===== src/core/bastl_pkg.sv =====
// Functional notes
// address is 192.168.1 plus a chosen last byte, mask 255.255.255.0
// switches are sampled once at boot; later changes ignored until reset
// switch value 1 to 254 is the last byte, dhcp off
// switch value 255 always selects dhcp, ignoring any stored address
// switch zero with nothing stored: dhcp on, wait for server address
// switch zero with a stored fixed address: use the stored address
// position one is msb weight 128, position eight lsb; closed adds weight
// port lamp: green 100M, orange 10M, steady link, flashing traffic, off no link
// module lamp: green ok, green flash unconfigured, red flash recoverable, red fault
// self test: module and network lamps alternate green and red
// network lamp: off no address, green connected, green flash address only
// network lamp: red flash connection lost, red steady address conflict
// one common blink timer drives all flashing; lamp outputs active high
`default_nettype none
package bastl_pkg;
  localparam logic [23:0] BASTL_PREFIX = 24'hc0a801;
  localparam logic [31:0] BASTL_MASK = 32'hffffff00;
  localparam logic [7:0] BASTL_SW_ZERO = 8'h00;
  localparam logic [7:0] BASTL_SW_DHCP = 8'hff;
  localparam int BASTL_CLK_MHZ = 100;
  localparam int BASTL_BLINK_HALF_MS = 250;
  localparam int BASTL_BLINK_HALF_CYC = BASTL_BLINK_HALF_MS * 1000 * BASTL_CLK_MHZ;
  localparam int BASTL_SYNC_STAGES = 3;
  // the switch sync output is only trustworthy from the fourth edge after release
  localparam int BASTL_BOOT_SETTLE = 5;
  // lamp colour encoding: bit0 green, bit1 red; both lit shows orange
  localparam logic [1:0] BASTL_OFF = 2'h0;
  localparam logic [1:0] BASTL_GREEN = 2'h1;
  localparam logic [1:0] BASTL_RED = 2'h2;
  localparam logic [1:0] BASTL_ORANGE = 2'h3;
  typedef enum logic [1:0] {
    BASTL_ST_SETTLE = 2'h0,
    BASTL_ST_TEST = 2'h1,
    BASTL_ST_RUN = 2'h2
  } bastl_state_e;
endpackage : bastl_pkg
`default_nettype wire


===== src/core/bastl_top.sv =====
`default_nettype none
module bastl_top
  import bastl_pkg::*;
#(
  parameter int BLINK_HALF_CYC = BASTL_BLINK_HALF_CYC,
  parameter int TEST_HALVES = 4
) (
  input wire logic clk_in,
  input wire logic rst_b_in,
  input wire logic [7:0] address_switch_b_in,
  input wire logic stored_addr_valid_in,
  input wire logic [7:0] stored_last_byte_in,
  input wire logic dhcp_bound_in,
  input wire logic [31:0] dhcp_addr_in,
  input wire logic configured_in,
  input wire logic recoverable_fault_in,
  input wire logic fatal_fault_in,
  input wire logic connection_in,
  input wire logic connection_lost_in,
  input wire logic addr_conflict_in,
  input wire logic port_one_link_in,
  input wire logic port_one_fast_in,
  input wire logic port_one_activity_in,
  input wire logic port_two_link_in,
  input wire logic port_two_fast_in,
  input wire logic port_two_activity_in,
  output logic [31:0] ip_addr_out,
  output logic [31:0] subnet_mask_out,
  output logic dhcp_enable_out,
  output logic addr_valid_out,
  output logic boot_done_out,
  output logic [1:0] module_state_lamp_out,
  output logic [1:0] network_state_lamp_out,
  output logic [1:0] port_one_link_activity_lamp_out,
  output logic [1:0] port_two_link_activity_lamp_out
);
  logic [7:0] switch_b_sync;
  logic [7:0] switch_val;
  logic [7:0] sw_r;
  logic [7:0] sw_nxt;
  logic mode_dhcp_r;
  logic mode_dhcp_nxt;
  logic [7:0] fixed_byte_r;
  logic [7:0] fixed_byte_nxt;
  bastl_state_e state_r;
  bastl_state_e state_nxt;
  logic [2:0] settle_r;
  logic [31:0] blink_cnt_r;
  logic [31:0] blink_cnt_nxt;
  logic blink_r;
  logic half_tick;
  logic [7:0] test_cnt_r;
  logic [7:0] test_cnt_nxt;
  logic sample_now;
  logic in_test;
  logic in_run;
  logic [31:0] ip_nxt;
  logic addr_valid_nxt;
  logic [1:0] ms_nxt;
  logic [1:0] ns_nxt;
  logic [1:0] test_colour;
  logic [1:0] blink_green;
  logic [1:0] blink_red;

  bastl_sync #(
    .WIDTH(8)
  ) u_switch_sync (
    .clk_in(clk_in),
    .rst_b_in(rst_b_in),
    .async_in(address_switch_b_in),
    .stable_out(switch_b_sync)
  );

  // closed contact pulls low; bit7 is position one with weight 128
  assign switch_val = ~switch_b_sync;

  // one timer for every flashing lamp
  assign half_tick = (blink_cnt_r == 32'(BLINK_HALF_CYC - 1));
  assign blink_cnt_nxt = half_tick ? 32'h0 : blink_cnt_r + 32'h1;

  assign in_test = (state_r == BASTL_ST_TEST);
  assign in_run = (state_r == BASTL_ST_RUN);
  // switches are read only at the end of the settle window
  assign sample_now = (state_r == BASTL_ST_SETTLE) && (settle_r == 3'(BASTL_BOOT_SETTLE - 1));
  assign sw_nxt = sample_now ? switch_val : sw_r;

  // 255 forces dhcp; zero defers to stored address if any
  assign mode_dhcp_nxt = !sample_now ? mode_dhcp_r :
                         (switch_val == BASTL_SW_DHCP) ? 1'b1 :
                         (switch_val != BASTL_SW_ZERO) ? 1'b0 :
                         !stored_addr_valid_in;
  assign fixed_byte_nxt = !sample_now ? fixed_byte_r :
                          (switch_val == BASTL_SW_ZERO) ? stored_last_byte_in : switch_val;

  always_comb begin
    state_nxt = state_r;
    test_cnt_nxt = test_cnt_r;
    case (state_r)
      BASTL_ST_SETTLE: begin
        if (sample_now) begin
          state_nxt = BASTL_ST_TEST;
        end
      end
      BASTL_ST_TEST: begin
        if (half_tick) begin
          test_cnt_nxt = test_cnt_r + 8'h1;
          if (test_cnt_r == 8'(TEST_HALVES - 1)) begin
            state_nxt = BASTL_ST_RUN;
          end
        end
      end
      BASTL_ST_RUN: begin
        state_nxt = BASTL_ST_RUN;
      end
      default: begin
        state_nxt = BASTL_ST_SETTLE;
      end
    endcase
  end

  // dhcp mode holds the address off until the server binds
  assign ip_nxt = mode_dhcp_r ? (dhcp_bound_in ? dhcp_addr_in : 32'h0) : {BASTL_PREFIX, fixed_byte_r};
  assign addr_valid_nxt = in_run && (!mode_dhcp_r || dhcp_bound_in);

  assign test_colour = blink_r ? BASTL_RED : BASTL_GREEN;
  assign blink_green = blink_r ? BASTL_GREEN : BASTL_OFF;
  assign blink_red = blink_r ? BASTL_RED : BASTL_OFF;

  // fatal outranks recoverable outranks unconfigured
  assign ms_nxt = in_test ? test_colour :
                  !in_run ? BASTL_OFF :
                  fatal_fault_in ? BASTL_RED :
                  recoverable_fault_in ? blink_red :
                  !configured_in ? blink_green : BASTL_GREEN;

  // conflict and loss take precedence over green states
  assign ns_nxt = in_test ? test_colour :
                  !in_run ? BASTL_OFF :
                  addr_conflict_in ? BASTL_RED :
                  !addr_valid_nxt ? BASTL_OFF :
                  connection_lost_in ? blink_red :
                  connection_in ? BASTL_GREEN : blink_green;

  bastl_port_lamp u_port_one (
    .clk_in(clk_in),
    .rst_b_in(rst_b_in),
    .link_in(port_one_link_in && in_run),
    .fast_in(port_one_fast_in),
    .activity_in(port_one_activity_in),
    .blink_in(blink_r),
    .lamp_out(port_one_link_activity_lamp_out)
  );

  bastl_port_lamp u_port_two (
    .clk_in(clk_in),
    .rst_b_in(rst_b_in),
    .link_in(port_two_link_in && in_run),
    .fast_in(port_two_fast_in),
    .activity_in(port_two_activity_in),
    .blink_in(blink_r),
    .lamp_out(port_two_link_activity_lamp_out)
  );

  always_ff @(posedge clk_in or negedge rst_b_in) begin
    if (!rst_b_in) begin
      state_r <= BASTL_ST_SETTLE;
      settle_r <= 3'h0;
      blink_cnt_r <= 32'h0;
      blink_r <= 1'b0;
      test_cnt_r <= 8'h0;
      sw_r <= 8'h0;
      mode_dhcp_r <= 1'b0;
      fixed_byte_r <= 8'h0;
    end else begin
      state_r <= state_nxt;
      settle_r <= (state_r == BASTL_ST_SETTLE) ? settle_r + 3'h1 : settle_r;
      blink_cnt_r <= blink_cnt_nxt;
      blink_r <= half_tick ? !blink_r : blink_r;
      test_cnt_r <= test_cnt_nxt;
      sw_r <= sw_nxt;
      mode_dhcp_r <= mode_dhcp_nxt;
      fixed_byte_r <= fixed_byte_nxt;
    end
  end

  always_ff @(posedge clk_in or negedge rst_b_in) begin
    if (!rst_b_in) begin
      ip_addr_out <= 32'h0;
      subnet_mask_out <= 32'h0;
      dhcp_enable_out <= 1'b0;
      addr_valid_out <= 1'b0;
      boot_done_out <= 1'b0;
      module_state_lamp_out <= BASTL_OFF;
      network_state_lamp_out <= BASTL_OFF;
    end else begin
      ip_addr_out <= in_run ? ip_nxt : 32'h0;
      subnet_mask_out <= BASTL_MASK;
      dhcp_enable_out <= in_run && mode_dhcp_r;
      addr_valid_out <= addr_valid_nxt;
      boot_done_out <= in_run;
      module_state_lamp_out <= ms_nxt;
      network_state_lamp_out <= ns_nxt;
    end
  end

  a_switch_frozen: assert property (@(posedge clk_in) disable iff (!rst_b_in)
    in_run && $past(in_run) |-> $stable(sw_r)) else $error("switch copy changed after boot");
  a_fixed_prefix: assert property (@(posedge clk_in) disable iff (!rst_b_in)
    in_run && !mode_dhcp_r |=> ip_addr_out[31:8] == BASTL_PREFIX) else $error("fixed prefix wrong");
  a_mask_fixed: assert property (@(posedge clk_in) disable iff (!rst_b_in)
    $past(rst_b_in) |-> subnet_mask_out == BASTL_MASK) else $error("mask wrong");
  a_switch_byte: assert property (@(posedge clk_in) disable iff (!rst_b_in)
    sample_now && switch_val != 8'h00 && switch_val != 8'hff |=> !mode_dhcp_r && fixed_byte_r == $past(switch_val))
    else $error("switch byte not taken");
  a_dhcp_forced: assert property (@(posedge clk_in) disable iff (!rst_b_in)
    sample_now && switch_val == 8'hff |=> mode_dhcp_r) else $error("255 did not force dhcp");
  a_zero_choice: assert property (@(posedge clk_in) disable iff (!rst_b_in)
    sample_now && switch_val == 8'h00 |=> mode_dhcp_r == !$past(stored_addr_valid_in))
    else $error("zero switch choice wrong");
  a_ms_fatal: assert property (@(posedge clk_in) disable iff (!rst_b_in)
    in_run && fatal_fault_in |=> module_state_lamp_out == BASTL_RED) else $error("fatal not red");
  a_test_alternate: assert property (@(posedge clk_in) disable iff (!rst_b_in)
    in_test |=> module_state_lamp_out != BASTL_OFF && network_state_lamp_out == module_state_lamp_out)
    else $error("self test lamps wrong");
  a_ns_conflict: assert property (@(posedge clk_in) disable iff (!rst_b_in)
    in_run && addr_conflict_in |=> network_state_lamp_out == BASTL_RED) else $error("conflict not red");
  a_ns_noaddr: assert property (@(posedge clk_in) disable iff (!rst_b_in)
    in_run && !addr_conflict_in && !addr_valid_nxt |=> network_state_lamp_out == BASTL_OFF)
    else $error("no address lamp not off");
  a_blink_period: assert property (@(posedge clk_in) disable iff (!rst_b_in)
    half_tick |=> blink_r != $past(blink_r)) else $error("blink did not toggle");

  c_reach_run: cover property (@(posedge clk_in) disable iff (!rst_b_in) $rose(in_run));
  c_dhcp_bind: cover property (@(posedge clk_in) disable iff (!rst_b_in) mode_dhcp_r && $rose(addr_valid_out));
  c_fixed_run: cover property (@(posedge clk_in) disable iff (!rst_b_in) in_run && !mode_dhcp_r);
  c_lost_conn: cover property (@(posedge clk_in) disable iff (!rst_b_in) in_run && connection_lost_in);
endmodule : bastl_top
`default_nettype wire


===== src/core/bastl_sync.sv =====
`default_nettype none
module bastl_sync
  import bastl_pkg::*;
#(
  parameter int WIDTH = 1
) (
  input wire logic clk_in,
  input wire logic rst_b_in,
  input wire logic [WIDTH-1:0] async_in,
  output logic [WIDTH-1:0] stable_out
);
  logic [WIDTH-1:0] s1_r;
  logic [WIDTH-1:0] s2_r;
  logic [WIDTH-1:0] s3_r;
  logic [WIDTH-1:0] stable_nxt;
  // a change is taken only once stages two and three agree
  assign stable_nxt = (s2_r == s3_r) ? s3_r : stable_out;
  always_ff @(posedge clk_in or negedge rst_b_in) begin
    if (!rst_b_in) begin
      s1_r <= '0;
      s2_r <= '0;
      s3_r <= '0;
      stable_out <= '0;
    end else begin
      s1_r <= async_in;
      s2_r <= s1_r;
      s3_r <= s2_r;
      stable_out <= stable_nxt;
    end
  end
endmodule : bastl_sync
`default_nettype wire


===== src/core/bastl_port_lamp.sv =====
`default_nettype none
module bastl_port_lamp
  import bastl_pkg::*;
(
  input wire logic clk_in,
  input wire logic rst_b_in,
  input wire logic link_in,
  input wire logic fast_in,
  input wire logic activity_in,
  input wire logic blink_in,
  output logic [1:0] lamp_out
);
  logic [1:0] colour;
  logic [1:0] lamp_nxt;
  assign colour = fast_in ? BASTL_GREEN : BASTL_ORANGE;
  assign lamp_nxt = !link_in ? BASTL_OFF : (activity_in && !blink_in) ? BASTL_OFF : colour;
  always_ff @(posedge clk_in or negedge rst_b_in) begin
    if (!rst_b_in) begin
      lamp_out <= BASTL_OFF;
    end else begin
      lamp_out <= lamp_nxt;
    end
  end
endmodule : bastl_port_lamp
`default_nettype wire


===== config.mk =====
export PLATFORM = sky130hd
export DESIGN_NAME = bastl_top
export DESIGN_NICKNAME = d
export VERILOG_FILES = /design/src/core/bastl_pkg.sv /design/src/core/bastl_top.sv /design/src/core/bastl_sync.sv /design/src/core/bastl_port_lamp.sv
export SDC_FILE = /design/constraint.sdc
export NUM_CORES = 1
export LEC_CHECK = 0
export BUFFER_PORTS_ARGS = -buffer_cell sky130_fd_sc_hd__buf_2
export CAP_MARGIN = 10
export CORE_MARGIN = 4
export CORE_UTILIZATION = 45
export CTS_BUF_LIST = sky130_fd_sc_hd__clkbuf_16
export CTS_CLUSTER_DIAMETER = 200
export DETAILED_ROUTE_END_ITERATION = 8
export PLACE_DENSITY = 0.7
export SLEW_MARGIN = 5
export SYNTH_ARGS = -nofsm -noshare
export SYNTH_HDL_FRONTEND = slang
export SYNTH_SLANG_ARGS = --single-unit

===== constraint.sdc =====
create_clock -name clk_in -period 4.3 [get_ports clk_in]
set_clock_uncertainty 0.15 [all_clocks]
set_input_delay 0.43 -clock clk_in [delete_from_list [all_inputs] [get_ports clk_in]]
set_output_delay 0.43 -clock clk_in [all_outputs]
set_load 0.03 [all_outputs]

# Word level (Yosys, flattened, before mapping)
# Cells that the tools add are included.
[totals]
out_inout_bits = 75
elab_cells = 81
in_bits = 64
reg_bits = 131
[op_classes]
bitwise_logic = 1
n_reduce_logical = 16
eq_ne = 10
addsub = 3
mux = 31
[op_table]
columns = ["cell", "n"]
rows = [
  ["32-bit 2-to-1 mux", 4],
  ["2-bit 2-to-1 mux", 20],
  ["32-bit by 1-bit adder with 32-bit output (second input constant)", 1],
  ["32-bit by 25-bit equality test with 1-bit output (second input constant)", 1],
  ["8-bit by 1-bit adder with 8-bit output (second input constant)", 1],
  ["8-bit by 2-bit equality test with 1-bit output (second input constant)", 1],
  ["8-bit equality test", 1],
  ["8-bit equality test (second input constant)", 1],
  ["8-bit zero test", 1],
  ["8-bit 2-to-1 mux", 1],
  ["8-bit inverter", 1],
  ["8-bit nonzero test", 1],
  ["1-bit logical AND", 7],
  ["2-bit one-hot mux with 3 select lines", 1],
  ["1-bit 2-to-1 mux", 5],
  ["2-bit != test (second input constant)", 2],
  ["3-bit by 1-bit adder with 3-bit output (second input constant)", 1],
  ["3-bit equality test (second input constant)", 1],
  ["1-bit zero test", 3],
  ["3-bit AND reduction", 1],
  ["2-bit by 1-bit equality test with 1-bit output (second input constant)", 1],
  ["2-bit equality test (second input constant)", 1],
  ["2-bit zero test", 1],
  ["2-bit by 1-bit != test with 1-bit output (second input constant)", 1],
  ["2 further kinds", 2],
]

# Depth between registers and ports, before layout
# Gate-level depths: netlist of the first run.
[depth]
ltp_word = 7
depth_mapped = 8
mapped_depth_nobuf = 6

# Modules after synthesis
# Synthesis of the first run repeated with hierarchy kept, for this count alone.
[hier_totals]
hier_cells = 463
area_unflattened_um2 = 5482.8
[modules_own_cells]
columns = ["module", "area_per_inst_um2", "instances", "seq_area_each_um2", "cells_per_inst"]
rows = [
  ["bastl_top", 4355.4, 1, 2377.3, 400],
  ["bastl_sync", 977.2, 1, 800.8, 51],
  ["bastl_port_lamp", 75.1, 2, 50.0, 6],
]

# Least setup slack after synthesis of the first run
# OpenSTA, ideal clock, no wires.
[synth_timing]
kind = "register to register"
start = "register blink_cnt_r[0]"
end = "register blink_cnt_r[28]"
setup_ns = 0.079
required_time_ns = 4.071
path_buffers = 0
arrival_time_ns = 1.979
synth_period_minus_slack_ns = 2.208
slack_ns = 2.092
path_stages_with_launch = 7
cell_sequence = "dfrtp_1 > ha_1 > nand3_1 > or4_4 > or3_4 > nor2_1 > xor2_1"
[synth_between]
elab_chain_len = 2
elab_cells_between_ends = 3
cone_classes = "add/sub (1); eq/ne (1); mux (1)"
[synth_rtl]
columns = ["element", "line_no", "rtl"]
rows = [
  ["from (decl)", "bastl_top.sv:48", "logic [31:0] blink_cnt_r;"],
  ["from (signal assigned)", "bastl_top.sv:177", "blink_cnt_r <= blink_cnt_nxt;"],
  ["32-bit by 1-bit adder with 32-bit output or 32-bit by 25-bit equality test with 1-bit output (tied branches)", "bastl_top.sv:79, bastl_top.sv:78", ""],
  ["32-bit 2-to-1 mux *", "bastl_top.sv:79", "assign blink_cnt_nxt = half_tick ? 32'h0 : blink_cnt_r + 32'h1;"],
  ["named net blink_cnt_nxt[28]", "bastl_top.sv:49", "logic [31:0] blink_cnt_nxt;"],
]
# The timed path passes the listed nets; every way through them passes the cells marked *.
# A chain may end at the register's enable or synchronous reset.

# Worst setup path in the final report of the first run
[layout_timing]
start = "register blink_cnt_r[7]"
end = "register blink_cnt_r[5]"
[layout_between]
elab_chain_len = 2
[layout_rtl]
columns = ["element", "line_no", "rtl"]
rows = [
  ["32-bit by 25-bit equality test with 1-bit output", "bastl_top.sv:78", "assign half_tick = (blink_cnt_r == 32'(BLINK_HALF_CYC - 1));"],
  ["32-bit 2-to-1 mux", "bastl_top.sv:79", ""],
  ["named net blink_cnt_nxt[5]", "bastl_top.sv:49", ""],
]
# The timed path passes the listed nets, and every way through them passes these cells.

==> results of run 1 <==
layer usage:
layer	part of all wire (%)	vias up	track usage, %	routed length [µm]
li1	-	1752	-	-
met1	44	1701	20.82	4598
met2	48	133	25.83	5036
met3	6.7	12	5.911	699
met4	0.97	0	5.861	101
met5	0	-	0	0
synthesized netlist by cell type (2+ instances only):
library cell and n:
dfrtp_1 131, nand2_1 33, buf_4 32, xnor2_1 25, nor2_1 24, and2_1 22, xor2_1 20, o21ai_0 16
nor2b_1 13, nand4_1 12, a21oi_1 11, nand3_1 10, inv_1 9, a21boi_0 8, a22oi_1 8, mux2_2 8
nor3_1 8, clkbuf_1 7, ha_1 7, nor4_1 7, o21a_1 6, and3_1 5, and4_1 3, conb_1 2
mux2_4 2, or3_1 2, or4_1 2, or4_4 2
sequential cells by signal, summed over array words and instances (netlist names), 2 cells and up:
| signal | count |
|---|---|
| blink_cnt_r | 32 |
| fixed_byte_r | 8 |
| ip_addr_out | 32 |
| module_state_lamp_out | 2 |
| network_state_lamp_out | 2 |
| settle_r | 3 |
| state_r | 2 |
| test_cnt_r | 8 |
| u_port_one.lamp_out | 2 |
| u_port_two.lamp_out | 2 |
| u_switch_sync.s1_r | 8 |
| u_switch_sync.s2_r | 8 |
| u_switch_sync.s3_r | 8 |
| u_switch_sync.stable_out | 8 |
cells by family after synthesis:
family,Yosys count,synth area share [%]
buffers and inverters,52,6.005
and+or+nand+nor,151,15.56
DFF,131,60.75
muxes,11,2.435
adders and majority gates,7,1.623
AOI/OAI and AO/OA,53,6.191
xor gates and xnor gates,45,7.304
other,2,0.1392
power by group through the flow:
stage | clock network, mW | registers [mW] | logic, mW
3_5_place_dp | 0 | 1.30 | 0.142
5_1_grt | 1.58 | 1.28 | 0.162
6_report | 1.48 | 1.28 | 0.147
3_3_place_gp | 0 | 1.30 | 0.141
2_1_floorplan | 0 | 1.30 | 0.0902
4_1_cts | 1.51 | 1.28 | 0.149
path summary, 6_finish.rpt:
| kind | from | endpoint | slack, ns | cells after the start |
|---|---|---|---|---|
| min reg2reg | u_switch_sync.s1_r[5] | u_switch_sync.s2_r[5] | 0.20 | 0 |
| max in group asynchronous | rst_b_in | blink_cnt_r[19] | 2.97 | 2 |
| min | rst_b_in | u_switch_sync.s1_r[0] | -0.02 | 1 |
| max reg2reg | blink_cnt_r[7] | blink_cnt_r[5] | 1.82 | 6 |
| min in group clk_in | port_two_fast_in | u_port_two.lamp_out[1] | 0.02 | 2 |
| max | blink_cnt_r[7] | blink_cnt_r[5] | 1.82 | 6 |
placed cells by master (no fill, tap or decap), drive strengths merged:
cell	count
nor2b	13
o21ai	16
inv	12
dfrtp	131
a22oi	8
a211oi	1
and2	22
dlygate4sd3	9
clkinvlp	3
and4	3
nor3	9
buf	133
a21o	1
clkinv	6
nand4	12
nor2	24
or4b	2
nor4	8
a21boi	8
or4	4
nand4bb	1
a21oi	11
or3	3
nand3	11
o21a	6
xor2	20
and3	5
nand2	33
ha	7
clkbuf	17
or3b	1
conb	9
bufinv	4
a31oi	2
xnor2	25
mux2	11
cell type report:
type                    instances  area, µm²
clock inverters                15      188.9
flip-flops and latches        131       3278
inverters                      10      37.54
repair buffers                142      765.7
well taps                     143      178.9
clock buffers                  17      425.4
multi-input cells             276       1821
fillers                       937       4870
==> results.cfg, run 1 <==
[sta]
rsz0062_at_grt = false
whs_ns = -0.02144
max_slew_margin_pct = 43.58
worst_slew_pin_slew_ns = 0.8464
fin_crit_sh_pct = 57.64
slew_viol_final = 0
post-route-min-period_ns = 2.479
tns_ns = 0
max_freq_ghz = 0.4034
setup_violations = 0
timing.final.ws_setup_ns = 1.821
hold_violations = 32

[clocking]
cts.sink_count = 131
cts_max_path_buffers = 2
cts_made_buffers = 17
cts_tree = built
clockRootBuffer = clkbuf_16
cts_max_level = 4
postCtsSetupBuffers = 0
insertion_delay_ns = 0.41
clkTransAtPathRegs_ns = 0.06
postCtsHoldBufs = 8
cts_resized = 0

[logic_synthesis]
synth.avg_cell_area_um2 = 11.94
ys_async_sr_fraction_pct = 100.0
synth_top_area_share_pct = 60.75
yosysTopAreaCell = dfrtp_1
ys_ff_latch = 131
yosysWarnings = 0
synth-edff-count = 0
synth_cells = 452
seq_area_frac_synth_pct = 60.75
syn-cell-area_um2 = 5396
synth_area_leaders = dfrtp_1, buf_4, xnor2_1
ys.flop_type = dfrtp_1
ys_types = 45

[drt]
vias = 3598
drt_iter0_drc = 207
wire_per_inst_um = 14.22
via_per_inst = 4.902
drt_pass1_iterations = 4
wl_um = 10440
drc_errors = 0
postRouteAntennaNets = 0

[floorplanning]
start_util_pct = 46.66
die_w_um = 117.5
die_h_um = 117.5
boundaryPins = 139
design.die.area_um2 = 13810
num_rows = 39
coreArea_um2 = 11560

[final_layout]
fin_area_um2 = 6695
drive_gt1_share_pct = 30.29
fin_nets = 649
antenna_cells = 0
stdcell_count = 734
syn_to_final_growth_pct = 24.07
fin_util_pct = 57.89

[global_routing]
grt_antenna_before_repair = 0
grt_pass1_wl_um = 18290
grt_usage_pct = 16.33
grt_pass1_vias = 3752
gr-total-overflow = 0
grt_start_max_net_pins = 69

[power]
p_clk_share_pct = 50.9
combPwrFrac_pct = 5.1
switching_share_pct = 21.48
seqPwrFrac_pct = 44.0
vdd_drop_max_mv = 0.2584
total_power_mw = 2.903
net-switching-power_mw = 0.6235
p_int_mw = 2.279
p_per_area_nw_per_um2 = 433.6
p_leak_nw = 3.379

[place]
io_buffers = 130
gp_congestion = 0.7679
hpwlAfterDp_um = 7460
dpl_worst_slack_ns = 1.798
dp.cells = 693
place_area_um2 = 5991

[setup_path]
critical_path_peak_fanout = 16
critical_path_class = reg2reg
crit_chain = or4b_1 -> nor4_2 -> and4_1 -> buf_4 -> o21ai_0 -> a21o_1
critPathBufInv = 1
critPathRequiredTime_ns = 4.45
critPathTopFamily = simple AND/OR/NAND/NOR gates
cp-start-kind = flip-flop
cp_data_arrival_time_ns = 2.63
critPathSlowestCell = or4b_1
slowest_delay_ns = 0.55
end_kind = flip-flop

[worst_hold_path]
hp-class = in2async

[run_status]
status = finished, violations left
violations = negative hold slack

[job]
maxCapViolations = 0
No activity file was read; power rests on OpenSTA's default activity.
==> inputs of run 2 (changes only) <==
==> constraint.sdc (replaced) <==
create_clock -name clk_in -period 2.53 [get_ports clk_in]
set_clock_uncertainty 0.15 [all_clocks]
set_input_delay 0.253 -clock clk_in [delete_from_list [all_inputs] [get_ports clk_in]]
set_output_delay 0.253 -clock clk_in [all_outputs]
set_load 0.03 [all_outputs]
==> run 2 against run 1 <==
The flow now finishes without violations. Final cell count up 7.2%. Worst setup slack worse by 1.6 ns. Utilization up 4.2 points. Combinational power up 110%. Register-to-register slack worse by 1.6 ns. Final area up 7.3%. Non-clock buffer count up 53. Die area unchanged. Via count up 7.0%. Clock-buffer cell count unchanged. Largest cell class unchanged.
==> results.cfg, run 2 (synthesis results as in run 1) <==
[power]
p_int_mw = 3.801
switching_share_pct = 21.56
seqPwrFrac_pct = 44.8
p_clk_share_pct = 48.9
net-switching-power_mw = 1.045
p_per_area_nw_per_um2 = 674.4
combPwrFrac_pct = 6.3
vdd_drop_max_mv = 0.5141
p_leak_nw = 3.610

[floorplanning]
boundaryPins = 139
coreArea_um2 = 11560
die_h_um = 117.5
design.die.area_um2 = 13810
num_rows = 39
die_w_um = 117.5
start_util_pct = 46.66

[sta]
post-route-min-period_ns = 2.320
slew_viol_final = 0
tns_ns = 0
rsz0062_at_grt = false
setup_violations = 0
hold_violations = 0
fin_crit_sh_pct = 91.70
max_slew_margin_pct = 61.80
max_freq_ghz = 0.4310
worst_slew_pin_slew_ns = 0.5677

[global_routing]
grt_start_max_net_pins = 47
grt_pass1_vias = 3912
gr-total-overflow = 0
grt_usage_pct = 17.67
grt_pass1_wl_um = 19690
grt_antenna_before_repair = 0

[clocking]
cts.sink_count = 131
cts_max_level = 4
cts_made_buffers = 17
cts_resized = 0
insertion_delay_ns = 0.41
clockRootBuffer = clkbuf_16
cts_tree = built
clkTransAtPathRegs_ns = 0.05
postCtsSetupBuffers = 0
cts_max_path_buffers = 2

[drt]
wl_um = 11390
drt-met1-wl_um = 4850
via_per_inst = 4.893
met2_length_um = 5537
drt_pass1_iterations = 4
highest_layer = met4
drc_errors = 0
drt_iter0_drc = 309
wire_per_inst_um = 14.47
vias = 3851
wl_met3_um = 796
postRouteAntennaNets = 0

[place]
gp_congestion = 0.8111
hpwlAfterDp_um = 7493
io_buffers = 130

[setup_path]
critPathRequiredTime_ns = 2.68
critical_path_peak_fanout = 14
timing.reg2reg.setup_slack_ns = 0.21
critical_path_class = reg2reg
end_kind = flip-flop
cp-start-kind = flip-flop
cp_data_arrival_time_ns = 2.47

[worst_hold_path]
hp-class = in2reg

[final_layout]
fin_nets = 702
fin_util_pct = 62.12
multi_input_area_um2 = 1821
mostFrequentLayoutCells = dfrtp_1, buf_2, dlygate4sd3_1, nand2_1, xnor2_1
syn_to_final_growth_pct = 33.13
largest_registers = blink_cnt_r: 32 flops, ip_addr_out: 32 flops
drive_gt1_share_pct = 28.42
final_common_cell = dfrtp_1
fillCellCount = 872
antenna_cells = 0
regArea_um2 = 3278

[run_status]
status = complete, no violations

[job]
maxCapViolations = 0
==> run 2: cell type report <==
class	instances	area share, %
clock buffer	17	5.921
clock inverter	15	2.090
inverter	10	0.5225
multi-input combinational	276	25.34
sequential	131	45.63
tap	143	2.490
timing repair buffer	195	18.01
==> run 2: metrics by stage <==
stage | cells | setup slack (ns) | area [µm²] | power, mW | hold WS [ns]
2_1_floorplan | 459 | 0.3220 | 5423 | 2.355 | -0.1926
3_3_place_gp | 699 | 0.2070 | 6048 | 2.448 | 0.1278
3_5_place_dp | 699 | 0.1989 | 6048 | 2.452 | 0.1392
4_1_cts | 787 | 0.1830 | 7184 | 4.892 | 0.01121
5_1_grt | 787 | 0.02833 | 7184 | 5.039 | 0.03176
6_report | 787 | 0.2099 | 7184 | 4.845 | 0.03261
==> run 2: per-layer routing <==
| metal | vias to the layer above | GRT usage (%) |
|---|---|---|
| met3 | 23 | 5.863 |
| li1 | 1851 | - |
| met5 | - | 0 |
| met1 | 1827 | 22.00 |
| met4 | 0 | 6.520 |
| met2 | 150 | 28.87 |
==> run 2: path summary, 6_finish.rpt <==
check,startpoint,to,depth (start not counted)
max in group asynchronous,rst_b_in,ip_addr_out[29],3
hold reg to reg,u_switch_sync.s1_r[6],u_switch_sync.s2_r[6],0
min in group asynchronous,rst_b_in,u_switch_sync.s1_r[0],2
setup / recovery,blink_cnt_r[7],blink_cnt_r[5],6
hold / removal,stored_last_byte_in[2],fixed_byte_r[2],3
setup reg to reg,blink_cnt_r[7],blink_cnt_r[5],6
==> run 2: power groups by stage <==
| stage | Sequential (mW) | Combinational [mW] | Clock [mW] |
|---|---|---|---|
| final | 2.17 | 0.306 | 2.37 |
| after global routing | 2.18 | 0.337 | 2.53 |
| after CTS | 2.17 | 0.307 | 2.41 |
| after detailed placement | 2.21 | 0.244 | 0 |
| after global placement | 2.21 | 0.242 | 0 |
| after floorplan | 2.20 | 0.153 | 0 |
==> run 2: repair_timing <==
item,CTS,global route
hold endpoints to repair,94,0
hold buffers,56,0
setup endpoints to repair,0,0
==> run 2: critical path, stage by stage, from the launching register on <==
cell,delay [ns]
dfrtp_1,0.44
or4b_1,0.56
nor4_2,0.24
and4_1,0.32
buf_4,0.23
o21ai_0,0.10
a21o_1,0.18
==> inputs of run 3 (changes only) <==
--- a/config.mk
+++ b/config.mk
@@ -13,6 +13,7 @@
 export CTS_CLUSTER_DIAMETER = 200
 export DETAILED_ROUTE_END_ITERATION = 8
 export PLACE_DENSITY = 0.7
+export REMOVE_ABC_BUFFERS = 1
 export SLEW_MARGIN = 5
 export SYNTH_ARGS = -nofsm -noshare
 export SYNTH_HDL_FRONTEND = slang
==> run 3 against run 2 <==
Clock power down 4%. Combinational power about the same. Non-clock buffer count up 1. Wire length down 3.7%. Highest routed layer unchanged. Critical endpoint is now test_cnt_r[1]. Flip-flop and latch count unchanged. Maximum frequency down 0.65%. Clock-buffer cell count unchanged. Worst hold slack worse by 0.027 ns.
==> results.cfg, run 3 (synthesis results as in run 1) <==
[sta]
post-route-min-period_ns = 2.335
worst_slew_pin_slew_ns = 0.6459
rsz0062_at_grt = false
max_slew_margin_pct = 56.54
max_freq_ghz = 0.4282
hold_violations = 0
setup_violations = 0
fin_crit_sh_pct = 92.30
slew_viol_final = 0

[place]
io_buffers = 130
hpwlAfterDp_um = 7373
dp.cells = 700
gp_congestion = 0.8062

[drt]
drt_iter0_drc = 236
wl_um = 10970
postRouteAntennaNets = 0
vias = 3834
wire_per_inst_um = 13.96
drc_errors = 0
drt_pass1_iterations = 4
via_per_inst = 4.878

[final_layout]
syn_to_final_growth_pct = 32.76
largest_registers = blink_cnt_r: 32 flops, ip_addr_out: 32 flops
multi_input_area_um2 = 1822
regArea_um2 = 3278
antenna_cells = 0
fin_nets = 703
stdcell_count = 786
mostFrequentLayoutCells = dfrtp_1, buf_2, dlygate4sd3_1, nand2_1, xnor2_1
drive_gt1_share_pct = 28.62
fillCellCount = 856
final_common_cell = dfrtp_1

[job]
maxCapViolations = 0

[setup_path]
crit_chain = or4b_1 -> nor4_2 -> and4_2 -> nand2_1 -> mux2_1
slowest_delay_ns = 0.53
critPathBufInv = 0
cp_data_arrival_time_ns = 2.48
critical_path_peak_fanout = 8
critPathTopFamily = simple AND/OR/NAND/NOR gates
cp-start-kind = flip-flop
critical_path_class = reg2reg
timing.reg2reg.setup_slack_ns = 0.19
end_kind = flip-flop
critPathRequiredTime_ns = 2.67
rr_endpoint = test_cnt_r[1]
timing.rr.start = blink_cnt_r[26]
reg2reg_depth = 5
critPathSlowestCell = or4b_1

[clocking]
cts_made_buffers = 17
insertion_delay_ns = 0.41
cts_max_path_buffers = 2
clkTransAtPathRegs_ns = 0.05
cts_max_level = 4
cts.sink_count = 131
cts_tree = built
clockRootBuffer = clkbuf_16

[global_routing]
grt_start_max_net_pins = 52
grtUsageMet1_pct = 21.47
use_met3_pct = 5.430
grt_antenna_before_repair = 0
grt_pass1_vias = 3913
met2_usage_pct = 27.75
gr-total-overflow = 0
busiest_layer = met2
grt_pass1_wl_um = 19040
grt_usage_pct = 17.19

[floorplanning]
num_rows = 39
design.die.area_um2 = 13810
start_util_pct = 46.66
die_h_um = 117.5
boundaryPins = 139
die_w_um = 117.5
coreArea_um2 = 11560

[power]
total_power_mw = 4.740
p_leak_nw = 3.601
p_per_area_nw_per_um2 = 661.6
vdd_drop_max_mv = 0.4243

[worst_hold_path]
whs_path_depth = 3
whs_endpoint = fixed_byte_r[0]
hp-class = in2reg
hold_start = stored_last_byte_in[0]

[run_status]
status = complete, no violations
run 3: what timing repair did:
action / 4_1_cts / 5_1_grt
resized for setup: 0 / 1
setup buffers: 0 / 0
hold buffers: 56 / 0
setup endpoints to repair: 0 / 2
endpoints found under the hold margin: 89 / 0
run 3: layer usage:
| layer | up-vias | routed length (µm) |
|---|---|---|
| met5 | - | 0 |
| met4 | 0 | 214 |
| met3 | 18 | 535 |
| met2 | 107 | 5571 |
| met1 | 1851 | 4647 |
| li1 | 1858 | - |
run 3: worst max-delay path by stage:
stage,start,endpoint,cells after the start
after floorplan,subnet_mask_out[8],subnet_mask_out[10],0
after global placement,blink_cnt_r[26],state_r[0],5
after detailed placement,blink_cnt_r[26],state_r[1],5
after CTS,blink_cnt_r[26],test_cnt_r[1],5
after global routing,blink_cnt_r[26],test_cnt_r[1],5
final,blink_cnt_r[26],test_cnt_r[1],5
run 3: metrics by stage:
stage | TNS, ns | util [%] | cell area (µm²) | setup WS [ns] | hold WS [ns]
detailed placement | 0 | 52.36 | 6056 | 0.1669 | 0.1157
global placement | 0 | 52.36 | 6056 | 0.1803 | 0.1106
CTS | 0 | 61.94 | 7163 | 0.1208 | 0.002308
global route | 0 | 61.95 | 7164 | 0.07414 | 0.005004
finish | 0 | 61.95 | 7164 | 0.1948 | 0.005543
floorplan | -58.89 | - | 5136 | -2.448 | -0.1926
run 3: tightest hold or removal path: cells and delay by family:
family	cells	cell delay, ns
buffers and inverters	1	0.09
AO/OA/AOI/OAI	2	0.19
run 3: power breakdown:
group	internal (mW)	leakage, nW	switching, mW
clock network	1.42	0.266	0.851
registers	2.14	1.68	0.0322
logic	0.144	1.65	0.159
run 3: cell type report:
type,instances,share of cell area [%]
Tap cell,143,2.497
Timing Repair Buffer,196,18.16
Multi-Input combinational cell,276,25.43
Clock inverter,13,1.694
Inverter,10,0.5239
Sequential cell,131,45.76
Clock buffer,17,5.938
